**config.mk**
```make
export PLATFORM = sky130hd
export DESIGN_NAME = vfc_top
export DESIGN_NICKNAME = d
export VERILOG_FILES = /design/src/rtl/vfc_pkg.sv /design/src/rtl/vfc_top.sv
export SDC_FILE = /design/constraint.sdc
export NUM_CORES = 2
export LEC_CHECK = 0
export ABC_AREA = 1
export BUFFER_PORTS_ARGS = -buffer_cell sky130_fd_sc_hd__buf_2
export CORE_UTILIZATION = 50
export DETAILED_ROUTE_END_ITERATION = 8
export PLACE_DENSITY = 0.73
export SLEW_MARGIN = 5
export SYNTH_ARGS = -nofsm -noshare
export SYNTH_HDL_FRONTEND = slang
export SYNTH_SLANG_ARGS = --single-unit
```
**constraint.sdc**
```tcl
create_clock -name ref_clk -period 16.9 [get_ports ref_clk]
set_input_delay 3.38 -clock ref_clk [delete_from_list [all_inputs] [get_ports ref_clk]]
set_output_delay 3.38 -clock ref_clk [all_outputs]
set_load 0.01 [all_outputs]
```
**src/rtl/vfc_pkg.sv**
```systemverilog
// Purpose: shared constants for the vector float convert/compare datapath
// Assumes: APB slave, 32-bit data, one aligned word per register
// Notes:   element 1 is the high word (bits 63:32), element 0 the low word
package vfc_pkg;
  // ----------------------------------------------------------------------
  // register map
  // ----------------------------------------------------------------------
  localparam int         ADDR_W       = 8;
  localparam logic [7:0] OFF_CMD      = 8'h00;
  localparam logic [7:0] OFF_OPA_HI   = 8'h04;
  localparam logic [7:0] OFF_OPA_LO   = 8'h08;
  localparam logic [7:0] OFF_OPB_HI   = 8'h0C;
  localparam logic [7:0] OFF_OPB_LO   = 8'h10;
  localparam logic [7:0] OFF_RES_HI   = 8'h14;
  localparam logic [7:0] OFF_RES_LO   = 8'h18;
  localparam logic [7:0] OFF_COND     = 8'h1C;
  localparam logic [7:0] OFF_FPSC     = 8'h20;
  localparam logic [7:0] OFF_IRQ_STAT = 8'h24;
  localparam logic [7:0] OFF_IRQ_MASK = 8'h28;
  // ----------------------------------------------------------------------
  // fields
  // ----------------------------------------------------------------------
  localparam int CMD_OP_LSB  = 0;
  localparam int CMD_OP_W    = 4;
  localparam int CMD_FLD_LSB = 4;
  localparam int CMD_FLD_W   = 3;
  localparam int FS_INV_L    = 0;
  localparam int FS_INV_H    = 1;
  localparam int FS_G_L      = 2;
  localparam int FS_G_H      = 3;
  localparam int FS_X_L      = 4;
  localparam int FS_X_H      = 5;
  localparam int FS_INV_EN   = 8;
  localparam int FS_RM_LSB   = 9;
  localparam int IRQ_W       = 2;
  localparam int IRQ_DONE    = 0;
  localparam int IRQ_EXC     = 1;
  localparam int CR_FW       = 4;
  localparam int CR_MSB      = 31;
  // ----------------------------------------------------------------------
  // operations, rounding, states
  // ----------------------------------------------------------------------
  localparam logic [3:0] OP_CFH   = 4'h0;
  localparam logic [3:0] OP_CFSF  = 4'h1;
  localparam logic [3:0] OP_CFSI  = 4'h2;
  localparam logic [3:0] OP_CFUF  = 4'h3;
  localparam logic [3:0] OP_CFUI  = 4'h4;
  localparam logic [3:0] OP_CMPEQ = 4'h5;
  localparam logic [3:0] OP_CMPGT = 4'h6;
  localparam logic [3:0] OP_CMPLT = 4'h7;
  localparam logic [1:0] RM_NEAR  = 2'h0;
  localparam logic [1:0] RM_ZERO  = 2'h1;
  localparam logic [1:0] RM_POS   = 2'h2;
  localparam logic [1:0] RM_NEG   = 2'h3;
  typedef enum logic [0:0] {VFC_IDLE = 1'b0, VFC_EXEC = 1'b1} vfc_state_t;
  // ----------------------------------------------------------------------
  // number formats
  // ----------------------------------------------------------------------
  localparam logic [4:0]  H_EXP_MAX  = 5'h1F;
  localparam logic [7:0]  SP_EXP_MAX = 8'hFF;
  localparam logic [7:0]  H_TO_S_ADJ = 8'h70;
  localparam logic [30:0] SP_MAX_MAG = 31'h7F7FFFFF;
  localparam logic [7:0]  BASE_INT   = 8'h7F;
  localparam logic [7:0]  BASE_SF    = 8'h60;
  localparam logic [7:0]  BASE_UF    = 8'h5F;
  localparam logic [4:0]  TOP_BIT    = 5'h1F;
  localparam logic [31:0] KEY_MID    = 32'h80000000;
endpackage : vfc_pkg

```
**src/rtl/vfc_top.sv**
```systemverilog
// Purpose: paired single-precision convert and compare unit behind APB
// Assumes: ref_clk 20 MHz, sys_rst asynchronous active high
// Notes:   a command write runs in one cycle; results commit one edge later
`timescale 1ns/1ps
module vfc_top (
  input  wire logic                        ref_clk,
  input  wire logic                        sys_rst,
  input  wire logic                        psel,
  input  wire logic                        penable,
  input  wire logic                        pwrite,
  input  wire logic [vfc_pkg::ADDR_W-1:0]  paddr,
  input  wire logic [31:0]                 pwdata,
  output logic                             pready,
  output logic      [31:0]                 prdata,
  output logic                             pslverr,
  output logic                             irq
);
  // ----------------------------------------------------------------------
  // state
  // ----------------------------------------------------------------------
  typedef struct packed {
    logic                         pready;
    logic [31:0]                  prdata;
    logic                         pslverr;
    logic                         irq;
    vfc_pkg::vfc_state_t          st;
    logic [3:0]                   op;
    logic [2:0]                   fld;
    logic [31:0]                  opa_h;
    logic [31:0]                  opa_l;
    logic [31:0]                  opb_h;
    logic [31:0]                  opb_l;
    logic [31:0]                  res_h;
    logic [31:0]                  res_l;
    logic [31:0]                  cond;
    logic [1:0]                   inv;
    logic [1:0]                   grd;
    logic [1:0]                   stk;
    logic                         inv_en;
    logic [1:0]                   rm;
    logic [vfc_pkg::IRQ_W-1:0]    irq_stat;
    logic [vfc_pkg::IRQ_W-1:0]    irq_mask;
  } vfc_regs_t;

  vfc_regs_t q_reg;
  vfc_regs_t q_next;

  // ----------------------------------------------------------------------
  // arithmetic helpers
  // ----------------------------------------------------------------------
  // returns {guard, sticky, single}; exponent = base + msb position
  function automatic logic [33:0] to_single(input logic sgn, input logic [31:0] mag,
                                            input logic [7:0] base, input logic [1:0] rm);
    logic [4:0]  p;
    logic [31:0] n;
    logic [24:0] m;
    logic        g;
    logic        x;
    logic        up;
    logic [7:0]  e;
    p = '0;
    for (int i = 0; i < 32; i++) begin
      if (mag[i]) begin
        p = i[4:0];
      end
    end
    n = mag << (vfc_pkg::TOP_BIT - p);
    g = n[7];
    x = |n[6:0];
    unique case (rm)
      vfc_pkg::RM_NEAR: up = g & (x | n[8]);
      vfc_pkg::RM_ZERO: up = 1'b0;
      vfc_pkg::RM_POS:  up = ~sgn & (g | x);
      vfc_pkg::RM_NEG:  up = sgn & (g | x);
    endcase
    m = {1'b0, n[31:8]} + {24'h000000, up};
    // a mantissa carry leaves the fraction all zero, so only the exponent moves
    e = base + {3'h0, p} + {7'h00, m[24]};
    if (mag == '0) begin
      to_single = '0;
    end else begin
      to_single = {g, x, sgn, e, m[22:0]};
    end
  endfunction : to_single

  // orders sign-magnitude words so that +0 and -0 get the same key
  function automatic logic [31:0] cmp_key(input logic [31:0] v);
    if (v[31]) begin
      cmp_key = vfc_pkg::KEY_MID - {1'b0, v[30:0]};
    end else begin
      cmp_key = vfc_pkg::KEY_MID + {1'b0, v[30:0]};
    end
  endfunction : cmp_key

  // ----------------------------------------------------------------------
  // per-element datapath
  // ----------------------------------------------------------------------
  logic [31:0] el_res [2];
  logic [1:0]  el_g;
  logic [1:0]  el_x;
  logic [1:0]  bad_h;
  logic [1:0]  bad_c;
  logic [1:0]  c_eq;
  logic [1:0]  c_gt;
  logic [1:0]  c_lt;

  for (genvar e = 0; e < 2; e++) begin : g_el
    logic [31:0] a;
    logic [31:0] b;
    logic [4:0]  he;
    logic [9:0]  hf;
    logic [33:0] cv;
    logic        neg;
    logic [31:0] mag;
    logic [31:0] ka;
    logic [31:0] kb;
    assign a   = (e == 1) ? q_reg.opa_h : q_reg.opa_l;
    assign b   = (e == 1) ? q_reg.opb_h : q_reg.opb_l;
    assign he  = b[14:10];
    assign hf  = b[9:0];
    assign neg = (q_reg.op == vfc_pkg::OP_CFSF || q_reg.op == vfc_pkg::OP_CFSI) && b[31];
    assign mag = neg ? (32'h00000000 - b) : b;

    always_comb begin
      unique case (q_reg.op)
        vfc_pkg::OP_CFSF: cv = to_single(neg, mag, vfc_pkg::BASE_SF, q_reg.rm);
        vfc_pkg::OP_CFSI: cv = to_single(neg, mag, vfc_pkg::BASE_INT, q_reg.rm);
        vfc_pkg::OP_CFUF: cv = to_single(1'b0, b, vfc_pkg::BASE_UF, q_reg.rm);
        default:          cv = to_single(1'b0, b, vfc_pkg::BASE_INT, q_reg.rm);
      endcase
    end

    // half input: exponent all ones is inf/NaN, zero exponent with fraction is denormal
    assign bad_h[e] = (he == vfc_pkg::H_EXP_MAX) || (he == '0 && hf != '0);
    assign bad_c[e] = (a[30:23] == vfc_pkg::SP_EXP_MAX) || (a[30:23] == '0 && a[22:0] != '0) ||
                      (b[30:23] == vfc_pkg::SP_EXP_MAX) || (b[30:23] == '0 && b[22:0] != '0);

    always_comb begin
      if (q_reg.op == vfc_pkg::OP_CFH) begin
        // exact widening: no rounding step exists on this path
        if (he == vfc_pkg::H_EXP_MAX) begin
          el_res[e] = {b[15], vfc_pkg::SP_MAX_MAG};
        end else if (he == '0) begin
          el_res[e] = {b[15], 31'h00000000};
        end else begin
          el_res[e] = {b[15], {3'h0, he} + vfc_pkg::H_TO_S_ADJ, hf, 13'h0000};
        end
        el_g[e] = 1'b0;
        el_x[e] = 1'b0;
      end else begin
        el_res[e] = cv[31:0];
        el_g[e]   = cv[33];
        el_x[e]   = cv[32];
      end
    end

    // fields used as they stand, so inf/NaN/denorm order like normal numbers
    assign ka      = cmp_key(a);
    assign kb      = cmp_key(b);
    assign c_eq[e] = (ka == kb);
    assign c_gt[e] = (ka > kb);
    assign c_lt[e] = (ka < kb);
  end

  // ----------------------------------------------------------------------
  // register read and decode
  // ----------------------------------------------------------------------
  logic [31:0] rdata;
  logic        hit;
  logic [31:0] fpsc_word;
  logic [3:0]  wr_op;
  logic        cmd_bad;

  always_comb begin
    fpsc_word = '0;
    fpsc_word[vfc_pkg::FS_INV_L]              = q_reg.inv[0];
    fpsc_word[vfc_pkg::FS_INV_H]              = q_reg.inv[1];
    fpsc_word[vfc_pkg::FS_G_L]                = q_reg.grd[0];
    fpsc_word[vfc_pkg::FS_G_H]                = q_reg.grd[1];
    fpsc_word[vfc_pkg::FS_X_L]                = q_reg.stk[0];
    fpsc_word[vfc_pkg::FS_X_H]                = q_reg.stk[1];
    fpsc_word[vfc_pkg::FS_INV_EN]             = q_reg.inv_en;
    fpsc_word[vfc_pkg::FS_RM_LSB +: 2]        = q_reg.rm;
  end

  assign wr_op   = pwdata[vfc_pkg::CMD_OP_LSB +: vfc_pkg::CMD_OP_W];
  // unknown opcodes are refused with pslverr rather than silently dropped
  assign cmd_bad = pwrite && paddr == vfc_pkg::OFF_CMD && wr_op > vfc_pkg::OP_CMPLT;

  always_comb begin
    hit   = 1'b1;
    rdata = '0;
    unique case (paddr)
      vfc_pkg::OFF_CMD:      rdata = {24'h000000, q_reg.fld, q_reg.op, 1'b0} >> 1 |
                                     {31'h00000000, q_reg.st == vfc_pkg::VFC_EXEC} << 31;
      vfc_pkg::OFF_OPA_HI:   rdata = q_reg.opa_h;
      vfc_pkg::OFF_OPA_LO:   rdata = q_reg.opa_l;
      vfc_pkg::OFF_OPB_HI:   rdata = q_reg.opb_h;
      vfc_pkg::OFF_OPB_LO:   rdata = q_reg.opb_l;
      vfc_pkg::OFF_RES_HI:   rdata = q_reg.res_h;
      vfc_pkg::OFF_RES_LO:   rdata = q_reg.res_l;
      vfc_pkg::OFF_COND:     rdata = q_reg.cond;
      vfc_pkg::OFF_FPSC:     rdata = fpsc_word;
      vfc_pkg::OFF_IRQ_STAT: rdata = {30'h00000000, q_reg.irq_stat};
      vfc_pkg::OFF_IRQ_MASK: rdata = {30'h00000000, q_reg.irq_mask};
      default:               hit   = 1'b0;
    endcase
  end

  // ----------------------------------------------------------------------
  // next state
  // ----------------------------------------------------------------------
  logic                      wr;
  logic                      exc;
  logic [vfc_pkg::IRQ_W-1:0] ev;
  logic [vfc_pkg::IRQ_W-1:0] w1c;
  logic [3:0]                fval;
  logic                      is_cmp;

  assign wr     = psel && penable && q_reg.pready && pwrite && !q_reg.pslverr;
  assign is_cmp = q_reg.op >= vfc_pkg::OP_CMPEQ;
  assign exc    = q_reg.st == vfc_pkg::VFC_EXEC && q_reg.inv_en &&
                  (is_cmp ? |bad_c : (q_reg.op == vfc_pkg::OP_CFH && |bad_h));

  always_comb begin
    unique case (q_reg.op)
      vfc_pkg::OP_CMPEQ: fval = {c_eq[1], c_eq[0], c_eq[1] | c_eq[0], c_eq[1] & c_eq[0]};
      vfc_pkg::OP_CMPGT: fval = {c_gt[1], c_gt[0], c_gt[1] | c_gt[0], c_gt[1] & c_gt[0]};
      default:           fval = {c_lt[1], c_lt[0], c_lt[1] | c_lt[0], c_lt[1] & c_lt[0]};
    endcase
  end

  always_comb begin
    q_next         = q_reg;
    q_next.pready  = 1'b0;
    q_next.pslverr = 1'b0;
    ev             = '0;
    w1c            = '0;
    if (psel && !penable) begin
      q_next.pready  = 1'b1;
      q_next.prdata  = pwrite ? 32'h00000000 : rdata;
      q_next.pslverr = !hit || cmd_bad;
    end
    if (wr) begin
      unique case (paddr)
        vfc_pkg::OFF_CMD: begin
          q_next.op  = wr_op;
          q_next.fld = pwdata[vfc_pkg::CMD_FLD_LSB +: vfc_pkg::CMD_FLD_W];
          q_next.st  = vfc_pkg::VFC_EXEC;
        end
        vfc_pkg::OFF_OPA_HI:   q_next.opa_h = pwdata;
        vfc_pkg::OFF_OPA_LO:   q_next.opa_l = pwdata;
        vfc_pkg::OFF_OPB_HI:   q_next.opb_h = pwdata;
        vfc_pkg::OFF_OPB_LO:   q_next.opb_l = pwdata;
        vfc_pkg::OFF_COND:     q_next.cond  = pwdata;
        vfc_pkg::OFF_FPSC: begin
          q_next.inv    = {pwdata[vfc_pkg::FS_INV_H], pwdata[vfc_pkg::FS_INV_L]};
          q_next.grd    = {pwdata[vfc_pkg::FS_G_H], pwdata[vfc_pkg::FS_G_L]};
          q_next.stk    = {pwdata[vfc_pkg::FS_X_H], pwdata[vfc_pkg::FS_X_L]};
          q_next.inv_en = pwdata[vfc_pkg::FS_INV_EN];
          q_next.rm     = pwdata[vfc_pkg::FS_RM_LSB +: 2];
        end
        vfc_pkg::OFF_IRQ_STAT: w1c = pwdata[vfc_pkg::IRQ_W-1:0];
        vfc_pkg::OFF_IRQ_MASK: q_next.irq_mask = pwdata[vfc_pkg::IRQ_W-1:0];
        default: ;
      endcase
    end
    if (q_reg.st == vfc_pkg::VFC_EXEC) begin
      q_next.st     = vfc_pkg::VFC_IDLE;
      ev[vfc_pkg::IRQ_DONE] = 1'b1;
      ev[vfc_pkg::IRQ_EXC]  = exc;
      if (is_cmp) begin
        q_next.inv = bad_c;
        q_next.grd = q_reg.grd & ~bad_c;
        q_next.stk = q_reg.stk & ~bad_c;
        if (!exc) begin
          q_next.cond[(vfc_pkg::CR_MSB - vfc_pkg::CR_FW * int'(q_reg.fld)) -: vfc_pkg::CR_FW] = fval;
        end
      end else if (q_reg.op == vfc_pkg::OP_CFH) begin
        q_next.inv = bad_h;
        q_next.grd = '0;
        q_next.stk = '0;
        if (!exc) begin
          q_next.res_h = el_res[1];
          q_next.res_l = el_res[0];
        end
      end else begin
        q_next.inv   = '0;
        q_next.grd   = el_g;
        q_next.stk   = el_x;
        q_next.res_h = el_res[1];
        q_next.res_l = el_res[0];
      end
    end
    // an event in the clearing cycle survives the clear
    q_next.irq_stat = (q_reg.irq_stat & ~w1c) | ev;
    q_next.irq      = |(q_next.irq_stat & q_next.irq_mask);
  end

  always_ff @(posedge ref_clk or posedge sys_rst) begin
    if (sys_rst) begin
      q_reg <= '0;
    end else begin
      q_reg <= q_next;
    end
  end

  assign pready  = q_reg.pready;
  assign prdata  = q_reg.prdata;
  assign pslverr = q_reg.pslverr;
  assign irq     = q_reg.irq;

  logic run;
  logic [3:0] cur_field;
  assign run       = q_reg.st == vfc_pkg::VFC_EXEC;
  assign cur_field = q_reg.cond[(vfc_pkg::CR_MSB - vfc_pkg::CR_FW * int'(q_reg.fld)) -: vfc_pkg::CR_FW];
endmodule : vfc_top

```
======== After elaboration in Yosys (flattened, before gate mapping) ========
Index checks and enable logic that the tools add are counted.
word-level totals
  flip-flop bits (word level) ............. 280
  word-level logic and storage cells ...... 434
  input port bits ......................... 45
operators by class
  mux-type cells .......................... 199
  shift-type cells ........................ 10
  bitwise logic cells ..................... 49
  reductions and logical operators ........ 76
  add/subtract/negate cells ............... 46
  equal/unequal tests ..................... 27
  $lt $le $gt $ge ......................... 6
operators with widths
  kind                                                                  number
  5-bit 2-to-1 mux                                                      127
  32-bit 2-to-1 mux                                                     16
  32-bit case mux with 11 select lines                                  1
  34-bit 2-to-1 mux                                                     9
  32-bit by 5-bit << shifter with 32-bit output                         8
  34-bit case mux with 3 select lines                                   2
  24-bit by 1-bit adder with 25-bit output                              8
  136-bit 2-to-1 mux                                                    1
  32-bit by 31-bit adder with 32-bit output, first input constant       4
  32-bit zero test                                                      4
  64-bit 2-to-1 mux                                                     2
  32-bit by 31-bit subtractor with 32-bit output, first input constant  4
  31-bit 2-to-1 mux                                                     4
  23-bit nonzero test                                                   4
  7-bit by 5-bit adder with 8-bit output, first input constant          8
  8-bit by 1-bit adder with 8-bit output                                8
  32-bit equality test                                                  2
  32-bit > comparator                                                   2
  32-bit less-than comparator                                           2
  1-bit by 32-bit subtractor with 32-bit output, first input constant   2
  7-bit OR reduction                                                    8
  41-bit 2-to-1 mux                                                     1
  8-bit zero test                                                       5
  5-bit subtractor, first input constant                                8
  other kinds (49)                                                      173

======== Depth between registers and ports, before layout ========
  word-level depth ........................ 50
  mapped depth ............................ 66

======== Least setup slack after synthesis ========
No wires, ideal clock.
  path kind ............................... register to register
  start ................................... reg q_reg (netlist bit g_el[1].b[1])
  end ..................................... reg q_reg[104] (netlist bit)
  stages on the path, launching flop included .. 56
  arrival ................................. 5.984 ns
  path buffers ............................ 3
  setup slack ............................. 10.789 ns
  data required time ...................... 16.772 ns
  period minus slack after synthesis ...... 6.111 ns
  cell sequence ........................... dfrtp_1 > inv_2 > o21ai_0 > a21oi_1 > o21ai_1 > nand2_1 > nand2_1 > nand2_1 > nand2_1 > nand2_1 > nand2_1 > nand2_1 > nand2_1 > nand2_1 > nand2_1 > nand2_1 > nand2_1 > nand2_1 > [... 20 more ...] > nand3_1 > nor2_1 > nand3_1 > nor2_1 > nand3_1 > or2_1 > nor3_1 > nand3_1 > ha_1 > ha_1 > inv_1 > nor2_1 > nand2_1 > a31oi_1 > a211oi_1 > nand3_1 > o211ai_1 > a2bb2oi_1
on the way
  cells in the longest elaborated chain, start to end .. 48
RTL lines
  item                                           RTL line        source
  from (decl)                                    vfc_top.sv:45   vfc_regs_t q_reg;
  from (signal assigned)                         vfc_top.sv:304  q_reg <= q_next;
  1-bit by 32-bit subtractor with 32-bit output  vfc_top.sv:122  assign mag = neg ? (32'h00000000 - b) : b;
  32-bit 2-to-1 mux                              vfc_top.sv:122
  1-bit 2-to-1 mux                               vfc_top.sv:63   if (mag[i]) begin
  2-bit 2-to-1 mux                               vfc_top.sv:63
  5-bit 2-to-1 mux (29 in a row)                 vfc_top.sv:63
  5-bit 2-to-1 mux                               vfc_top.sv:125  unique case (q_reg.op)
  5-bit subtractor                               vfc_top.sv:67   n = mag << (vfc_pkg::TOP_BIT - p);
  32-bit by 5-bit << shifter with 32-bit output  vfc_top.sv:67
  [... 4 more ...]                               -
  1-bit 2-to-1 mux                               vfc_top.sv:125
  24-bit by 1-bit adder with 25-bit output       vfc_top.sv:76   m = {1'b0, n[31:8]} + {24'h000000, up};
  8-bit by 1-bit adder with 8-bit output         vfc_top.sv:78   e = base + {3'h0, p} + {7'h00, m[24]};
  34-bit 2-to-1 mux                              vfc_top.sv:79   if (mag == '0) begin
  34-bit case mux with 3 select lines            vfc_top.sv:125
  32-bit 2-to-1 mux                              vfc_top.sv:139  if (q_reg.op == vfc_pkg::OP_CFH) begin
  64-bit 2-to-1 mux                              vfc_top.sv:283  if (!exc) begin
  64-bit 2-to-1 mux                              vfc_top.sv:279  end else if (q_reg.op == vfc_pkg::OP_CFH) begin
Several ways; a longest one is shown, not always the timed one. The select of a mux whose other input is x is not followed.
A chain may end at the register's enable or synchronous reset.

======== Final worst setup path ========
  start ................................... reg q_reg (netlist bit g_el[1].b[0])
  end ..................................... reg q_reg[104] (netlist bit)
The elaborated chain is that of the path after synthesis.

==> metrics <==
minimum clock period after layout 9130 ps; count of hold buffers inserted by post-cts repair 0; effective utilization at floorplan 51.0%; layout net count between 5,000 and 6,000; largest fanout of any net on the critical path 35; buffers inserted during post-CTS setup optimization 0; die width ~250 um; wire length of the first global-routing pass about 210 mm; critical-path cell with the highest stage delay sky130_fd_sc_hd__a21oi_4; Post-Syn Area per Cell 6.04 um2; run status finished, final reports clean; synth warn 0; fraction of the cycle the final worst path needs a little over half; crit end category register; critical setup path kind register to register; quantity of gates resized following cts 0; Net Sw Frac 32.9%; commonest register cell after synthesis sky130_fd_sc_hd__dfrtp_1; net switching component of the power approximately 0.6 mW; number of port buffers 79; final cell utilization of the core 53.8%; Die H 248 um; setup TNS after final layout 0 ps; Crit path required time ~17,000 ps; post-synthesis cell type count around 70; CP bufs+invs 8; pin count of the biggest net entering global routing between 150 and 200; area share of the largest cell type after synthesis between 20% and 30%; cell total after placement 5,645; number of instances in the synthesized netlist approximately 5,000; most instantiated library cell after synthesis sky130_fd_sc_hd__nand2_1; RSZ-0062 raised after global routing false; placer congestion estimate 1.07; final non-filler cell total around 5,700; Seq/Total Area, Yosys approximately 23%; Tightest Pin Transition 1350 ps; maximum root-to-sink buffer count 3; half-perimeter wire length of the detailed placement result 110 mm; number of CTS-inserted buffers 35; count of routing violations after the opening detailed-route iteration 5,076; I/O pin total 80; synthesized netlist net count slightly above 5,000; routed vias/inst 6.36; EDFF count, synth 0; max-slew violations 0; count of nets left with antenna violations after detail routing 0; worst slack after detailed placement approximately 8200 ps; via count of the routed design around 36,000; Root Buffer sky130_fd_sc_hd__clkbuf_16; Internal Power 1.22 mW; DRC errors left 0; cell repeated most along the worst path sky130_fd_sc_hd__nand2_1; WL final ~140 mm; TritonCTS clock tree yes; portion of total power attributed to sequential cells 37.2%; Clock Latency Late Sink ~600 ps; Core Rows 89; top cell family by delay on the critical path simple AND/OR/NAND/NOR gates; area leader, netlist sky130_fd_sc_hd__dfrtp_1; Tot GR Track Use 45.3%; highest clock rate roughly 110 MHz; maximum ir drop on the vdd rail roughly 0.084 mV; clock-pin slew on the worst setup and hold paths about 70 ps; # H-tree levels 2; category of the worst setup path launch point register; post-synthesis instance area between 30,000 and 40,000 um2; Clk network pwr share 44.9%; worst max-slew margin expressed relative to the limit around a tenth; final worst hold slack about 480 ps; via count of the first global-routing pass ~33,000; Logic pwr share 17.9%; layout cells sized above 1 between 8 and 9%; number of antenna violations at the first check in global routing 6; DRT Pass-1 Iters 7; area of the core 59,500 um2; total count of hold-check failures in the final report 0; delay of the slowest critical-path stage around 700 ps; final setup skew 44.4 ps; top cells by instance count after synthesis sky130_fd_sc_hd__nand2_1 (1,421), sky130_fd_sc_hd__nand3_1 (564), sky130_fd_sc_hd__inv_1 (516), sky130_fd_sc_hd__o21ai_0 (516), sky130_fd_sc_hd__nor2_1 (338); synth top area cells sky130_fd_sc_hd__dfrtp_1 (23%), sky130_fd_sc_hd__nand2_1 (18%), sky130_fd_sc_hd__nand3_1 (9.3%); DIE AREA a little over 60,000 um2; flip-flop count of the largest register after layout roughly 110; power per standard cell area about 57 nW/um2; count of endpoints failing setup in the final report 0; async set-or-reset flop fraction in the synthesized netlist 100%; max-capacitance violation count 0; area growth from synthesis to layout 5.50%; leakage dissipation ~16 nW; remaining global-route overflow 0; endpoint arrival time on the critical path 9610 ps; average detailed-routed wire length per instance between 20 and 25 um; hold crit path type register to register; flop and latch count out of synthesis between 200 and 300; TritonCTS sink count 280; minimum setup slack in the final design a little under 8000 ps
placed cells by master, fill, tap and decap left out, types with 64 or more instances in the layout:
cell                       netlist  routed
sky130_fd_sc_hd__nand2_1      1421    1417
sky130_fd_sc_hd__a21oi_1       146     142
sky130_fd_sc_hd__o22ai_1        72      72
sky130_fd_sc_hd__dfrtp_1       280     278
sky130_fd_sc_hd__o21ai_0       516     516
sky130_fd_sc_hd__nand3_1       564     563
sky130_fd_sc_hd__ha_1           90      90
sky130_fd_sc_hd__xor2_1         95      95
sky130_fd_sc_hd__buf_2          50      79
sky130_fd_sc_hd__o21ai_1        75      75
sky130_fd_sc_hd__inv_1         516     514
sky130_fd_sc_hd__nor3_1         65      64
sky130_fd_sc_hd__o211ai_1       64      64
sky130_fd_sc_hd__nor2_1        338     334
routing by layer:
metal / GRT usage (%) / share of wire, %
met5: 0 / 0.020
met4: 30.2 / 8.0
met3: 13.0 / 12
met2: 68.9 / 42
met1: 55.7 / 37
cells by family after synthesis:
| group | after synthesis | synth area share (%) |
|---|---|---|
| XOR/XNOR | 104 | 3.01 |
| adder cells (fa/ha/maj) | 90 | 3.72 |
| multiplexers | 3 | 0.0991 |
| AO/OA/AOI/OAI | 1067 | 20.5 |
| AND/OR/NAND/NOR | 2618 | 37.9 |
| buffers and inverters | 859 | 11.7 |
| flip-flops | 280 | 23.1 |
path summary, 6_finish.rpt:
check | slack (ps) | cells after the start | from | to
worst max-delay path | 7770 | 50 | g_el[1].b[0] | q_reg[104]
worst min-delay path | 480 | 1 | prdata[5] | prdata[5]
worst max register to register | 7770 | 50 | g_el[1].b[0] | q_reg[104]
worst min register to register | 480 | 1 | prdata[5] | prdata[5]
max in group asynchronous | 12390 | 3 | sys_rst | prdata[24]
min in group asynchronous | 2930 | 2 | sys_rst | g_el[1].b[21]
area by class of cell:
class                   count  area, um2
repair buffers            123        738
multi-input cells        3882      19800
well taps                 773        967
diodes                      3       7.51
clock inverters            15        235
inverters                 587       2220
flip-flops and latches    280       7010
fillers                  6357      27500
clock buffers              48        975
stage by stage:
step	cell area, um2	power (mW)
global route	32000	1.86
global placement	30800	0.998
floorplan	30300	0.895
detailed placement	30800	0.997
CTS	32000	1.80
finish	32000	1.82
power groups by stage:
stage	combinational [mW]	sequential [mW]	clock, mW
after floorplan	0.208	0.687	0
after global placement	0.309	0.689	0
after detailed placement	0.308	0.689	0
after CTS	0.309	0.677	0.812
after global routing	0.349	0.677	0.835
final	0.326	0.677	0.817
worst reg2reg max path: cells and delay by family (launching register included):
kind            cells  cell delay (ps)
compound gates      6             2030
flops               1              550
fa+ha+maj           5             1260
simple gates       31             3780
buf+inv             8             1410
Power figures use the tool's default switching activity.
